--- config.mk ---
export PLATFORM = sky130hd
export DESIGN_NAME = osc_switch_ctrl
export DESIGN_NICKNAME = d
export VERILOG_FILES = /design/src/core/osc_ctrl_pkg.sv /design/src/core/osc_switch_ctrl.sv /design/src/core/bit_synchronizer.sv /design/src/core/unlock_sequencer.sv
export SDC_FILE = /design/constraint.sdc
export NUM_CORES = 1
export LEC_CHECK = 0
export ABC_CLOCK_PERIOD_IN_PS = 5250
export BUFFER_PORTS_ARGS = -buffer_cell sky130_fd_sc_hd__buf_2
export CAP_MARGIN = 40
export CORE_UTILIZATION = 40
export DETAILED_ROUTE_END_ITERATION = 8
export GPL_ROUTABILITY_DRIVEN = 0
export PLACE_DENSITY = 0.69
export RECOVER_POWER = 50
export SLEW_MARGIN = 0
export SYNTH_ARGS = -nofsm -noshare
export SYNTH_HDL_FRONTEND = slang
export SYNTH_HIERARCHICAL = 1
export SYNTH_SLANG_ARGS = --single-unit
--- constraint.sdc ---
create_clock -name clock_i -period 5.25 [get_ports clock_i]
set_clock_uncertainty 0.05 [all_clocks]
set_input_delay 0.7875 -clock clock_i [delete_from_list [all_inputs] [get_ports clock_i]]
set_output_delay 0.7875 -clock clock_i [all_outputs]
set_load 0.02 [all_outputs]
--- src/core/osc_ctrl_pkg.sv ---
/*
  constants, field layout, reset values and source encodings shared by the
  oscillator control block and its helpers.
  assumes a 32-bit axi4-lite register bus and one 40 mhz system clock.
*/
// Overview of operation
// RQ1 - current source field reports active oscillator
// RQ2 - new source field writable, reset from strap
// RQ3 - reserved source code falls back to fast rc
// RQ4 - switch request set by write, cleared on completion
// RQ5 - software avoids direct pll to pll switches
// RQ6 - freeze plus monitor bit blocks clock settings
// RQ7 - pll settled bit follows lock input
// RQ8 - fail flag set by monitor or software
// RQ9 - software only clears fail flag normally
// RQ10 - control register writes need unlock sequence
// RQ11 - upper byte keys 0x78 then 0x9a
// RQ12 - lower byte keys 0x46 then 0x57
// RQ13 - interrupt clears reduction enable when recovering
// RQ14 - reduction ratio divides by two power code
// RQ15 - reduction enable selects ratio, else 1:1
// RQ16 - ratio writes ignored while reduction enabled
// RQ17 - reduction enable cannot set with ratio zero
// RQ18 - fast rc postscaler divide table
// RQ19 - pll prescaler divides by code, reset one
// RQ20 - pll prescaler writable while pll runs
// RQ21 - feedback divider resets to 150
// RQ22 - unimplemented bits read zero, writes ignored
// RQ23 - completion copies selection, clears request together
// RQ24 - trap output pulses when fail flag sets
package osc_ctrl_pkg;

  // register byte addresses
  localparam logic [31:0] OSC_SEL_OFF  = 32'h00000000;
  localparam logic [31:0] CLK_DIV_OFF  = 32'h00000004;
  localparam logic [31:0] PLL_FBD_OFF  = 32'h00000008;

  localparam int SEL_W = 3;

  // oscillator select control fields
  localparam int CUR_POS     = 12;
  localparam int NEW_POS     = 8;
  localparam int FREEZE_POS  = 7;
  localparam int SETTLED_POS = 5;
  localparam int FAIL_POS    = 3;
  localparam int SWITCH_POS  = 0;

  // clock divider and pll feedback control fields
  localparam int ROI_POS    = 15;
  localparam int RATIO_POS  = 12;
  localparam int REDUCTION_ENABLE_POS  = 11;
  localparam int FAST_RC_POSTSCALER_POS = 8;
  localparam int PLL_PRESCALER_POS = 0;
  localparam int FBD_POS    = 0;

  // reset values
  localparam logic [2:0] RATIO_RST  = 3'h3;
  localparam logic [2:0] FAST_RC_POSTSCALER_RST = 3'h0;
  localparam logic [3:0] PLL_PRESCALER_RST = 4'h1;
  localparam logic [7:0] FBD_RST    = 8'h96;

  // unlock keys per byte lane
  localparam logic [7:0] KEY_HI_FIRST  = 8'h78;
  localparam logic [7:0] KEY_HI_SECOND = 8'h9a;
  localparam logic [7:0] KEY_LO_FIRST  = 8'h46;
  localparam logic [7:0] KEY_LO_SECOND = 8'h57;

  // source encodings
  localparam logic [2:0] SRC_FAST_RC     = 3'h0;
  localparam logic [2:0] SRC_FAST_RC_PLL = 3'h1;
  localparam logic [2:0] SRC_PRIMARY     = 3'h2;
  localparam logic [2:0] SRC_PRIMARY_PLL = 3'h3;
  localparam logic [2:0] SRC_RESERVED    = 3'h4;
  localparam logic [2:0] SRC_LOW_POWER   = 3'h5;
  localparam logic [2:0] SRC_BACKUP_RC   = 3'h6;
  localparam logic [2:0] SRC_DIV_FAST_RC = 3'h7;

  // axi responses
  localparam logic [1:0] RESP_OKAY   = 2'h0;
  localparam logic [1:0] RESP_SLVERR = 2'h2;

  // reserved code lands on fast rc
  function automatic logic [2:0] map_source(input logic [2:0] code);
    map_source = (code == SRC_RESERVED) ? SRC_FAST_RC : code; // see RQ3
  endfunction : map_source

  // fast rc postscaler factor
  function automatic logic [8:0] frc_factor(input logic [2:0] code);
    case (code)
      3'h0: frc_factor = 9'h001;
      3'h1: frc_factor = 9'h002;
      3'h2: frc_factor = 9'h004;
      3'h3: frc_factor = 9'h008;
      3'h4: frc_factor = 9'h010;
      3'h5: frc_factor = 9'h020;
      3'h6: frc_factor = 9'h040;
      default: frc_factor = 9'h100;
    endcase
  endfunction : frc_factor

endpackage : osc_ctrl_pkg

--- src/core/osc_switch_ctrl.sv ---
/*
  oscillator select, clock divider and pll feedback registers behind an
  axi4-lite slave, with switch tracking, fail flag and doze control.
  assumes switch_done_i, interrupt_i and the strap inputs are on clock_i;
  fail_detect_i and pll_lock_i are asynchronous and get synchronised.
*/
// Chosen here: the AXI4-Lite slave port and the address map.
`timescale 1ns/1ps
module osc_switch_ctrl (
  input  wire logic                             clock_i,
  input  wire logic                             rst_n_i,
  input  wire logic [31:0]                      awaddr_i,
  input  wire logic                             awvalid_i,
  output logic                                  awready_o,
  input  wire logic [31:0]                      wdata_i,
  input  wire logic [3:0]                       wstrb_i,
  input  wire logic                             wvalid_i,
  output logic                                  wready_o,
  output logic [1:0]                            bresp_o,
  output logic                                  bvalid_o,
  input  wire logic                             bready_i,
  input  wire logic [31:0]                      araddr_i,
  input  wire logic                             arvalid_i,
  output logic                                  arready_o,
  output logic [31:0]                           rdata_o,
  output logic [1:0]                            rresp_o,
  output logic                                  rvalid_o,
  input  wire logic                             rready_i,
  input  wire logic [osc_ctrl_pkg::SEL_W-1:0]   config_new_source_i,
  input  wire logic                             monitor_config_bit_zero_i,
  input  wire logic                             fail_detect_i,
  input  wire logic                             pll_lock_i,
  input  wire logic                             interrupt_i,
  input  wire logic                             switch_done_i,
  output logic [osc_ctrl_pkg::SEL_W-1:0]        current_source_o,
  output logic [osc_ctrl_pkg::SEL_W-1:0]        switch_target_o,
  output logic                                  switch_pending_o,
  output logic                                  osc_fail_trap_o,
  output logic [7:0]                            doze_factor_o,
  output logic [8:0]                            fast_rc_factor_o,
  output logic [3:0]                            pll_prescaler_o,
  output logic [7:0]                            pll_feedback_o
);
  import osc_ctrl_pkg::*;

  typedef struct packed {
    logic        aw_held;
    logic [31:0] aw_addr;
    logic        w_held;
    logic [31:0] w_data;
    logic [3:0]  w_strb;
    logic        awready;
    logic        wready;
    logic        bvalid;
    logic [1:0]  bresp;
    logic        arready;
    logic        rvalid;
    logic [1:0]  rresp;
    logic [31:0] rdata;
    logic [2:0]  current_source_sel;
    logic [2:0]  new_source_sel;
    logic [2:0]  target;
    logic        switch_request;
    logic        config_freeze;
    logic        clock_fail_flag;
    logic        pll_settled;
    logic        trap;
    logic        recover_on_interrupt;
    logic [2:0]  ratio;
    logic        reduction_enable;
    logic [7:0]  doze_factor;
    logic [2:0]  fast_rc_postscaler;
    logic [8:0]  frc_factor;
    logic [3:0]  pll_prescaler;
    logic [7:0]  pll_feedback_value;
  } ctrl_state_type;

  ctrl_state_type st_q;
  ctrl_state_type st_d;
  ctrl_state_type st_rst;

  logic       fail_sync;
  logic       lock_sync;
  logic       hi_armed;
  logic       lo_armed;
  logic       wr_fire;
  logic       wr_osc;
  logic       wr_div;
  logic       wr_fbd;
  logic       frozen;
  logic [31:0] rd_osc;
  logic [31:0] rd_div;
  logic [31:0] rd_fbd;

  // asynchronous status inputs
  bit_synchronizer #(
    .WIDTH (2)
  ) u_sync (
    .clock_i (clock_i),
    .rst_n_i (rst_n_i),
    .async_i ({fail_detect_i, pll_lock_i}),
    .sync_o  ({fail_sync, lock_sync})
  );

  // write decode, one executed write per response
  assign wr_fire = st_q.aw_held && st_q.w_held && !st_q.bvalid;
  assign wr_osc  = wr_fire && (st_q.aw_addr == OSC_SEL_OFF);
  assign wr_div  = wr_fire && (st_q.aw_addr == CLK_DIV_OFF);
  assign wr_fbd  = wr_fire && (st_q.aw_addr == PLL_FBD_OFF);
  assign frozen  = st_q.config_freeze && monitor_config_bit_zero_i; // see RQ6

  // upper byte lane unlock
  unlock_sequencer #(
    .KEY_FIRST  (KEY_HI_FIRST),
    .KEY_SECOND (KEY_HI_SECOND)
  ) u_unlock_hi (
    .clock_i      (clock_i),
    .rst_n_i      (rst_n_i),
    .write_fire_i (wr_fire),
    .lane_en_i    (wr_osc && st_q.w_strb[1]),
    .lane_data_i  (st_q.w_data[15:8]),
    .armed_o      (hi_armed)
  );

  // lower byte lane unlock
  unlock_sequencer #(
    .KEY_FIRST  (KEY_LO_FIRST),
    .KEY_SECOND (KEY_LO_SECOND)
  ) u_unlock_lo (
    .clock_i      (clock_i),
    .rst_n_i      (rst_n_i),
    .write_fire_i (wr_fire),
    .lane_en_i    (wr_osc && st_q.w_strb[0]),
    .lane_data_i  (st_q.w_data[7:0]),
    .armed_o      (lo_armed)
  );

  // read images, unimplemented bits zero
  always_comb begin
    rd_osc = 32'h00000000; // see RQ22
    rd_osc[CUR_POS +: 3]   = st_q.current_source_sel; // see RQ1
    rd_osc[NEW_POS +: 3]   = st_q.new_source_sel;
    rd_osc[FREEZE_POS]     = st_q.config_freeze;
    rd_osc[SETTLED_POS]    = st_q.pll_settled;
    rd_osc[FAIL_POS]       = st_q.clock_fail_flag;
    rd_osc[SWITCH_POS]     = st_q.switch_request;
    rd_div = 32'h00000000;
    rd_div[ROI_POS]        = st_q.recover_on_interrupt;
    rd_div[RATIO_POS +: 3] = st_q.ratio;
    rd_div[REDUCTION_ENABLE_POS]      = st_q.reduction_enable;
    rd_div[FAST_RC_POSTSCALER_POS +: 3] = st_q.fast_rc_postscaler;
    rd_div[PLL_PRESCALER_POS +: 4] = st_q.pll_prescaler;
    rd_fbd = 32'h00000000;
    rd_fbd[FBD_POS +: 8]   = st_q.pll_feedback_value;
  end

  // next state of bus slave and control registers
  always_comb begin
    st_rst = '0;
    st_rst.awready            = 1'b1;
    st_rst.wready             = 1'b1;
    st_rst.arready            = 1'b1;
    st_rst.current_source_sel = map_source(config_new_source_i);
    st_rst.new_source_sel     = config_new_source_i; // see RQ2
    st_rst.target             = map_source(config_new_source_i);
    st_rst.ratio              = RATIO_RST; // see RQ14
    st_rst.doze_factor        = 8'h01;
    st_rst.fast_rc_postscaler = FAST_RC_POSTSCALER_RST;
    st_rst.frc_factor         = frc_factor(FAST_RC_POSTSCALER_RST);
    st_rst.pll_prescaler      = PLL_PRESCALER_RST; // see RQ19
    st_rst.pll_feedback_value = FBD_RST; // see RQ21

    st_d = st_q;
    // address and data channels, either order
    if (awvalid_i && st_q.awready) begin
      st_d.aw_held = 1'b1;
      st_d.aw_addr = awaddr_i;
    end
    if (wvalid_i && st_q.wready) begin
      st_d.w_held = 1'b1;
      st_d.w_data = wdata_i;
      st_d.w_strb = wstrb_i;
    end
    if (st_q.bvalid && bready_i) begin
      st_d.bvalid = 1'b0;
    end
    if (wr_fire) begin
      st_d.aw_held = 1'b0;
      st_d.w_held  = 1'b0;
      st_d.bvalid  = 1'b1;
      st_d.bresp   = (wr_osc || wr_div || wr_fbd) ? RESP_OKAY : RESP_SLVERR;
    end

    // read channel
    if (st_q.rvalid && rready_i) begin
      st_d.rvalid = 1'b0;
    end
    if (arvalid_i && st_q.arready) begin
      st_d.rvalid = 1'b1;
      st_d.rresp  = RESP_OKAY;
      if (araddr_i == OSC_SEL_OFF) begin
        st_d.rdata = rd_osc;
      end else if (araddr_i == CLK_DIV_OFF) begin
        st_d.rdata = rd_div;
      end else if (araddr_i == PLL_FBD_OFF) begin
        st_d.rdata = rd_fbd;
      end else begin
        st_d.rdata = 32'h00000000;
        st_d.rresp = RESP_SLVERR;
      end
    end

    // switch completion copies mapped selection
    if (st_q.switch_request && switch_done_i) begin
      st_d.current_source_sel = st_q.target; // see RQ23
      st_d.switch_request     = 1'b0; // see RQ4
    end

    // upper byte only right after its keys
    if (wr_osc && st_q.w_strb[1] && hi_armed && !frozen) begin
      st_d.new_source_sel = st_q.w_data[NEW_POS +: 3]; // see RQ10
    end
    // lower byte only right after its keys
    if (wr_osc && st_q.w_strb[0] && lo_armed) begin
      if (!frozen && st_q.w_data[SWITCH_POS]) begin
        st_d.switch_request = 1'b1; // see RQ4
      end
      if (st_q.w_data[FREEZE_POS]) begin
        st_d.config_freeze = 1'b1;
      end else if (!frozen) begin
        st_d.config_freeze = 1'b0;
      end
      st_d.clock_fail_flag = st_q.w_data[FAIL_POS]; // see RQ8
    end
    // monitor detection beats a software clear
    if (fail_sync) begin
      st_d.clock_fail_flag = 1'b1; // see RQ8
    end
    st_d.trap = st_d.clock_fail_flag && !st_q.clock_fail_flag; // see RQ24
    if (st_d.trap) begin
      st_d.current_source_sel = SRC_BACKUP_RC;
      st_d.switch_request     = 1'b0;
    end
    st_d.target      = map_source(st_d.new_source_sel); // see RQ3
    st_d.pll_settled = lock_sync; // see RQ7

    // clock divider register, no unlock needed
    if (wr_div && st_q.w_strb[1]) begin
      st_d.recover_on_interrupt = st_q.w_data[ROI_POS];
      if (!st_q.reduction_enable) begin
        st_d.ratio = st_q.w_data[RATIO_POS +: 3]; // see RQ16
      end
      st_d.reduction_enable = st_q.w_data[REDUCTION_ENABLE_POS] && (st_d.ratio != 3'h0); // see RQ17
      if (!frozen) begin
        st_d.fast_rc_postscaler = st_q.w_data[FAST_RC_POSTSCALER_POS +: 3];
      end
    end
    if (wr_div && st_q.w_strb[0] && !frozen) begin
      st_d.pll_prescaler = st_q.w_data[PLL_PRESCALER_POS +: 4]; // see RQ20
    end
    if (interrupt_i && st_q.recover_on_interrupt) begin
      st_d.reduction_enable = 1'b0; // see RQ13
    end
    st_d.doze_factor = st_d.reduction_enable ? 8'(8'h01 << st_d.ratio) : 8'h01; // see RQ15
    st_d.frc_factor  = frc_factor(st_d.fast_rc_postscaler); // see RQ18

    // feedback divider stored as written
    if (wr_fbd && st_q.w_strb[0] && !frozen) begin
      st_d.pll_feedback_value = st_q.w_data[FBD_POS +: 8];
    end

    st_d.awready = !st_d.aw_held && !st_d.bvalid;
    st_d.wready  = !st_d.w_held && !st_d.bvalid;
    st_d.arready = !st_d.rvalid;
  end

  always_ff @(posedge clock_i) begin
    if (!rst_n_i) begin
      st_q <= st_rst;
    end else begin
      st_q <= st_d;
    end
  end

  // outputs straight from the state register
  assign awready_o        = st_q.awready;
  assign wready_o         = st_q.wready;
  assign bvalid_o         = st_q.bvalid;
  assign bresp_o          = st_q.bresp;
  assign arready_o        = st_q.arready;
  assign rvalid_o         = st_q.rvalid;
  assign rresp_o          = st_q.rresp;
  assign rdata_o          = st_q.rdata;
  assign current_source_o = st_q.current_source_sel;
  assign switch_target_o  = st_q.target;
  assign switch_pending_o = st_q.switch_request;
  assign osc_fail_trap_o  = st_q.trap;
  assign doze_factor_o    = st_q.doze_factor;
  assign fast_rc_factor_o = st_q.frc_factor;
  assign pll_prescaler_o  = st_q.pll_prescaler;
  assign pll_feedback_o   = st_q.pll_feedback_value;
endmodule : osc_switch_ctrl

--- src/core/bit_synchronizer.sv ---
/*
  two flip-flop synchroniser for asynchronous level inputs.
  assumes the inputs are levels that stay for several clock cycles.
*/
`timescale 1ns/1ps
module bit_synchronizer #(
  parameter int WIDTH = 1
) (
  input  wire logic             clock_i,
  input  wire logic             rst_n_i,
  input  wire logic [WIDTH-1:0] async_i,
  output logic      [WIDTH-1:0] sync_o
);

  typedef struct packed {
    logic [WIDTH-1:0] first;
    logic [WIDTH-1:0] second;
  } sync_state_type;

  sync_state_type st_q;
  sync_state_type st_d;

  // first stage feeds only the second
  always_comb begin
    st_d        = st_q;
    st_d.first  = async_i;
    st_d.second = st_q.first;
  end

  always_ff @(posedge clock_i) begin
    if (!rst_n_i) begin
      st_q <= '0;
    end else begin
      st_q <= st_d;
    end
  end

  assign sync_o = st_q.second;

endmodule : bit_synchronizer

--- src/core/unlock_sequencer.sv ---
/*
  two-key unlock tracker for one byte lane of a protected register.
  assumes one pulse on write_fire_i per executed bus write.
*/
`timescale 1ns/1ps
module unlock_sequencer #(
  parameter logic [7:0] KEY_FIRST  = 8'h00,
  parameter logic [7:0] KEY_SECOND = 8'h00
) (
  input  wire logic       clock_i,
  input  wire logic       rst_n_i,
  input  wire logic       write_fire_i,
  input  wire logic       lane_en_i,
  input  wire logic [7:0] lane_data_i,
  output logic            armed_o
);

  typedef enum logic [1:0] {IDLE, GOT_FIRST, ARMED} unlock_state_type;

  typedef struct packed {
    unlock_state_type state;
  } seq_state_type;

  seq_state_type st_q;
  seq_state_type st_d;

  // any write steps the sequence; a foreign write breaks it
  always_comb begin
    st_d = st_q;
    if (write_fire_i) begin
      if (st_q.state == ARMED) begin
        st_d.state = IDLE; // armed for one write only, see RQ11
      end else if (lane_en_i && st_q.state == GOT_FIRST && lane_data_i == KEY_SECOND) begin
        st_d.state = ARMED; // see RQ12
      end else if (lane_en_i && lane_data_i == KEY_FIRST) begin
        st_d.state = GOT_FIRST;
      end else begin
        st_d.state = IDLE;
      end
    end
  end

  always_ff @(posedge clock_i) begin
    if (!rst_n_i) begin
      st_q <= '{state: IDLE};
    end else begin
      st_q <= st_d;
    end
  end

  assign armed_o = (st_q.state == ARMED);

endmodule : unlock_sequencer

# After elaboration in Yosys (flattened, before gate mapping)
# Index checks and enable logic that the tools add are counted.
[word_totals]
reg_bits = 170
latchBits = 0
mem_bits_rw = 0
mem_bits_ro = 0
in_bits = 115
out_inout_bits = 78
word_cells = 151
n_memories = 0
[op_classes]
addsub = 0
n_mul = 0
n_div = 0
order_cmp = 0
n_eq_ne = 22
shifts = 1
n_mux = 44
bitwise_logic = 1
reduce_logical = 50
[ops]
columns = ["op", "count"]
rows = [
  ["$eq 32x3->1 const B", 2],
  ["$eq 32x4->1 const B", 2],
  ["$logic_not 32->1", 2],
  ["$pmux 9 s7", 1],
  ["$mux 51", 1],
  ["$mux 37", 1],
  ["$mux 35", 1],
  ["$logic_and 1x1->1", 34],
  ["$mux 3", 11],
  ["$mux 33", 1],
  ["$mux 16", 2],
  ["$eq 8x7->1 const B", 3],
  ["$mux 8", 3],
  ["$mux 2", 8],
  ["$eq 3x3->1 const B", 5],
  ["$mux 1", 13],
  ["$eq 8x8->1 const B", 1],
  ["$shl 1x3->8 const A", 1],
  ["$logic_not 1->1", 7],
  ["$eq 3x2->1 const B", 2],
  ["$mux 5", 1],
  ["$eq 2x1->1 const B", 2],
  ["$eq 2x2->1 const B", 2],
  ["$mux 4", 1],
  ["9 further kinds", 11],
]

# Depth between registers and ports, before layout
[logic_depth]
word_depth = 11
mapped_depth = 7
ltp_nobuf = 7

# Hierarchy
# The synthesis kept the hierarchy.
[modules_own_cells]
columns = ["module", "n_inst", "cells_each", "area_each_um2", "seq_area_each_um2"]
rows = [
  ["osc_switch_ctrl", 1, 661, 5620.4, 2532.4],
  ["unlock_sequencer at u_unlock_hi", 1, 13, 125.1, 40.0],
  ["unlock_sequencer at u_unlock_lo", 1, 14, 118.9, 40.0],
  ["bit_synchronizer", 1, 8, 105.1, 80.1],
]

# Worst setup path before layout
# OpenSTA, ideal clock, no wires.
[synth_timing]
path_type = "reg2reg"
start = "reg st_q[129] (netlist name)"
end = "reg st_q (netlist bit current_source_o[0]), enable pin"
setup_time_ps = 301
t_arrival_ps = 2130
required_ps = 4899
setup_slack_ps = 2769
stages_incl_launch_ff = 6
path_buffers = 0
synth_period_minus_slack_ps = 2481
path_cell_list = "dfxtp_1 or4_4 nor3_1 nand4_1 o311ai_0 a21o_1"
[synth_via]
elab_chain_cells = 8
[synth_lines]
columns = ["element", "line_no", "rtl"]
rows = [
  ["start, declared", "osc_switch_ctrl.sv:78", "ctrl_state_type st_q;"],
  ["start signal, assigned", "osc_switch_ctrl.sv:279", "st_q <= st_rst;"],
  ["start signal, assigned", "osc_switch_ctrl.sv:281", "st_q <= st_d;"],
  ["$logic_not 32->1", "osc_switch_ctrl.sv:107", "assign wr_osc = wr_fire && (st_q.aw_addr == OSC_SEL_OFF);"],
  ["$logic_and 1x1->1", "osc_switch_ctrl.sv:107", ""],
  ["$logic_and 1x1->1 (2 in series)", "osc_switch_ctrl.sv:224", "if (wr_osc && st_q.w_strb[0] && lo_armed) begin"],
  ["$mux 3", "osc_switch_ctrl.sv:224", ""],
  ["$mux 1", "osc_switch_ctrl.sv:236", "if (fail_sync) begin"],
  ["$logic_and 1x1->1", "osc_switch_ctrl.sv:239", "st_d.trap = st_d.clock_fail_flag && !st_q.clock_fail_flag;"],
  ["$ne 3x1->1 (no line)", "n/a", ""],
]
# Every way passes these cells.
# A chain may end at the register's enable or synchronous reset.

# Worst setup path in the final report
[layout_timing]
start = "in rst_n_i"
end = "reg st_q (netlist bit current_source_o[0]), enable pin"
[layout_via]
elab_chain_cells = 1
[layout_lines]
columns = ["element", "line_no", "rtl"]
rows = [
  ["start, declared", "osc_switch_ctrl.sv:11", "input wire logic rst_n_i,"],
  ["$ne 3x1->1 (no line)", "n/a", ""],
]
# Every way passes these cells.

==> reports/qor.yml <==
chip_width_um: 124
ctsHoldBuffers: 0
xor_and_xnor_area_share_after_synthesis_pct: 0
synthMuxAreaShare_pct: 7.00
fin_util_pct: 48.3
seq_area_frac_synth_pct: 45.1
cp_data_required_time_ps: 5370
synth_compound_area_share_pct: 11.1
drtPass1Iterations: 4
ys_ff_latch: 133
hold_path_class: "flip-flop to flip-flop"
drcViolationCount: 0
via_count: 4949
min_period_ps: 3260
cts-htree-levels: 4
commonest_cells_after_routing_fill_and_taps_aside: "sky130_fd_sc_hd__nand2_1 (133), sky130_fd_sc_hd__dfxtp_1 (130), sky130_fd_sc_hd__buf_2 (108)"
detailedPlacementHpwl_um: 10200
timing_worst_slew_pin_value_ps: 1470
holdCritStartpoint: "u_sync/st_d[0]"
worst_r2r_startpoint: "st_q[129]"
pwr-share-comb_pct: 9.2
largest_cells_by_area_after_synthesis: "sky130_fd_sc_hd__dfxtp_1 (44%), sky130_fd_sc_hd__buf_4 (8.9%), sky130_fd_sc_hd__nand2_1 (8.4%)"
ys_dominant_reg_cell: "sky130_fd_sc_hd__dfxtp_1"
hold_viol: 0
number_of_global_route_vias_before_repair: 4409
path_max_fanout: 31
vias_per_cell: 5.03
worst_hold_path.num_cells: 1
mostFrequentLayoutCell: "sky130_fd_sc_hd__nand2_1"
clock_power_share_pct: 48.3
design.portCount: 193
cts_setup_buffers: 0
worstRegToRegCells: 5
cts_max_path_buffers: 2
full_die_area_sq_um: 15400
yosys.area_share.simple_pct: 25.1
syn_area_sq_um: 5970
sw_frac_of_total_pct: 23.8
achievable-frequency_mhz: 307
initial_utilization_pct: 41.1
hold_critical_path_endpoint: "u_sync/sync_o[0]"
synth_fa_ha_area_share_pct: 0
grt-ovfl-total: 0
slew_viol_final: 0
run_status: "finished, final reports clean"
ys_types: 62
cell_internal_power_w: 0.00196
vdd_drop_max_uv: 213
avgSynthCellArea_sq_um: 8.58
grt_start_max_net_pins: 45
cts-buffers-inserted: 17
tns_ps: 0
grt_setup_unrepaired: "false"
number_of_synthesized_flops_with_an_enable_pin: 3
antenna_violating_nets_post_route: 0
share_of_flip_flops_with_an_asynchronous_set_or_reset_after_synthesis_pct: 0
postRouteWirelength_um: 14200
total_switching_power_w: 0.000613
grt_pass1_wl_um: 21800
slew-limit-headroom_pct: 2.33
fillerInstances: 1445
reg2reg_setup_slack_ps: 2340
worstSetupPathType: "input port to flip-flop"
setup.worst_path.start_class: "input port"
hold-worst-slack_ps: 383
finalPower_w: 0.00258
antenna_found_initial: 1
clock_sinks: 133
seq_power_share_pct: 42.4
yosys_warnings: 6
combinational_family_with_the_most_area_after_synthesis: "simple AND/OR/NAND/NOR gates"
synth_top_cell_area_share_pct: 43.6
avgRoutedWirePerCell_um: 14.5
syn_to_final_growth_pct: 17.6
synthDominantAreaCellType: "sky130_fd_sc_hd__dfxtp_1"
die_height_um: 124
cell_area_placed_sq_um: 6450
setup.worst_path.end_class: "flip-flop"
post-route-cell-area_sq_um: 7020
power_leakage_nw: 2.75
drt_iter0_drc: 176
final_net_count: 902
cts_resized: 0
placement_rows: 44
setup_viol: 0
share_of_layout_cells_above_drive_strength_1_pct: 20.9
timing.rr.end: "fast_rc_factor_o[2]"
grtUsageTotal_pct: 18.7
placement.io_buffers: 155
tritoncts: "done"
worst_ep_arrival_time_ps: 3380
postSynthCellCount: 696
cts_root_buffer: "sky130_fd_sc_hd__clkbuf_16"
power-per-cell-area_nw_per_um2: 367
clk-insertion-delay-late_ps: 410
final.period_utilization_pct: 62.1
n_antenna_cell: 0
core_region_area_sq_um: 14500
drv.max_cap_violation_count: 0
worst_setup_hold_path_clk_slew_ps: 60
[cell type report]
cell class | count | area [sq um] | share of cell area, %
flip-flops and latches | 133 | 2690 | 38.3
multi-input cells | 468 | 2650 | 37.7
repair buffers | 161 | 795 | 11.3
clock buffers | 19 | 453 | 6.45
well taps | 184 | 230 | 3.28
clock inverters | 13 | 180 | 2.57
inverters | 6 | 22.5 | 0.321
[state kept, by name, indices dropped and copies added, names as in the netlist, 4 cells and up]
name	count
doze_factor_o	8
fast_rc_factor_o	8
pll_feedback_o	8
pll_prescaler_o	4
rd_div	8
rd_osc	6
rdata_o	16
st_q	52
[per-stage QoR]
step                      setup WS, ps  cells
after CTS                         2390    984
final                             1990    984
after global placement            2270    949
after global routing              1740    984
after detailed placement          2400    952
after floorplan                   2770    714
[worst max-delay path, stage by stage]
cell                       delay (ps)
sky130_fd_sc_hd__clkbuf_1         520
sky130_fd_sc_hd__clkbuf_1        1130
sky130_fd_sc_hd__o311ai_0         460
sky130_fd_sc_hd__buf_1            250
sky130_fd_sc_hd__a21o_1           210
[power groups by stage]
stage	clock (W)	combinational, W	sequential (W)
3_3_place_gp	0	0.000229	0.00111
5_1_grt	0.00132	0.000270	0.00110
4_1_cts	0.00128	0.000243	0.00109
6_report	0.00125	0.000238	0.00109
3_5_place_dp	0	0.000242	0.00111
2_1_floorplan	0	0.000173	0.00110
[worst max-delay path by stage]
stage	start	to	slack (ps)	cells after the start
5_1_grt	rst_n_i	current_source_o[0]	1740	5
4_1_cts	st_q[129]	fast_rc_factor_o[2]	2390	5
3_5_place_dp	st_q[129]	fast_rc_factor_o[2]	2400	5
2_1_floorplan	st_q[129]	current_source_o[0]	2770	5
6_report	rst_n_i	current_source_o[0]	1990	5
3_3_place_gp	st_q[129]	current_source_o[0]	2270	5
[routing by layer]
layer	part of all wire (%)	track usage (%)
met4	0.93	6.03
met3	7.5	6.36
met2	46	29.8
met1	45	23.6
met5	0.11	0
[cells in the mapped netlist, types with 3 or more instances]
cell / n
sky130_fd_sc_hd__nand2_1: 133
sky130_fd_sc_hd__dfxtp_1: 130
sky130_fd_sc_hd__a21oi_1: 71
sky130_fd_sc_hd__buf_4: 71
sky130_fd_sc_hd__nor2_1: 49
sky130_fd_sc_hd__mux2i_1: 29
sky130_fd_sc_hd__clkbuf_1: 25
sky130_fd_sc_hd__nor4_1: 15
sky130_fd_sc_hd__nand3_1: 14
sky130_fd_sc_hd__o21ai_0: 14
sky130_fd_sc_hd__and2_1: 11
sky130_fd_sc_hd__nor3_1: 9
sky130_fd_sc_hd__a22oi_1: 8
sky130_fd_sc_hd__buf_1: 8
sky130_fd_sc_hd__mux2_2: 8
sky130_fd_sc_hd__nand4b_1: 8
sky130_fd_sc_hd__nand3b_1: 7
sky130_fd_sc_hd__nand4_1: 6
sky130_fd_sc_hd__nor2b_1: 6
sky130_fd_sc_hd__inv_1: 5
sky130_fd_sc_hd__nand2b_1: 5
sky130_fd_sc_hd__a32oi_1: 4
sky130_fd_sc_hd__or3_1: 4
sky130_fd_sc_hd__or4_1: 4
sky130_fd_sc_hd__buf_2: 3
sky130_fd_sc_hd__edfxtp_1: 3
sky130_fd_sc_hd__nor3b_1: 3
sky130_fd_sc_hd__nor4bb_1: 3
sky130_fd_sc_hd__or2_2: 3
[cells by family after synthesis]
| kind of cell | count (synthesis) |
|---|---|
| compound gates | 114 |
| flops | 133 |
| other cells | 1 |
| simple gates | 296 |
| buf+inv | 113 |
| mux | 39 |
Power figures use the tool's default switching activity.
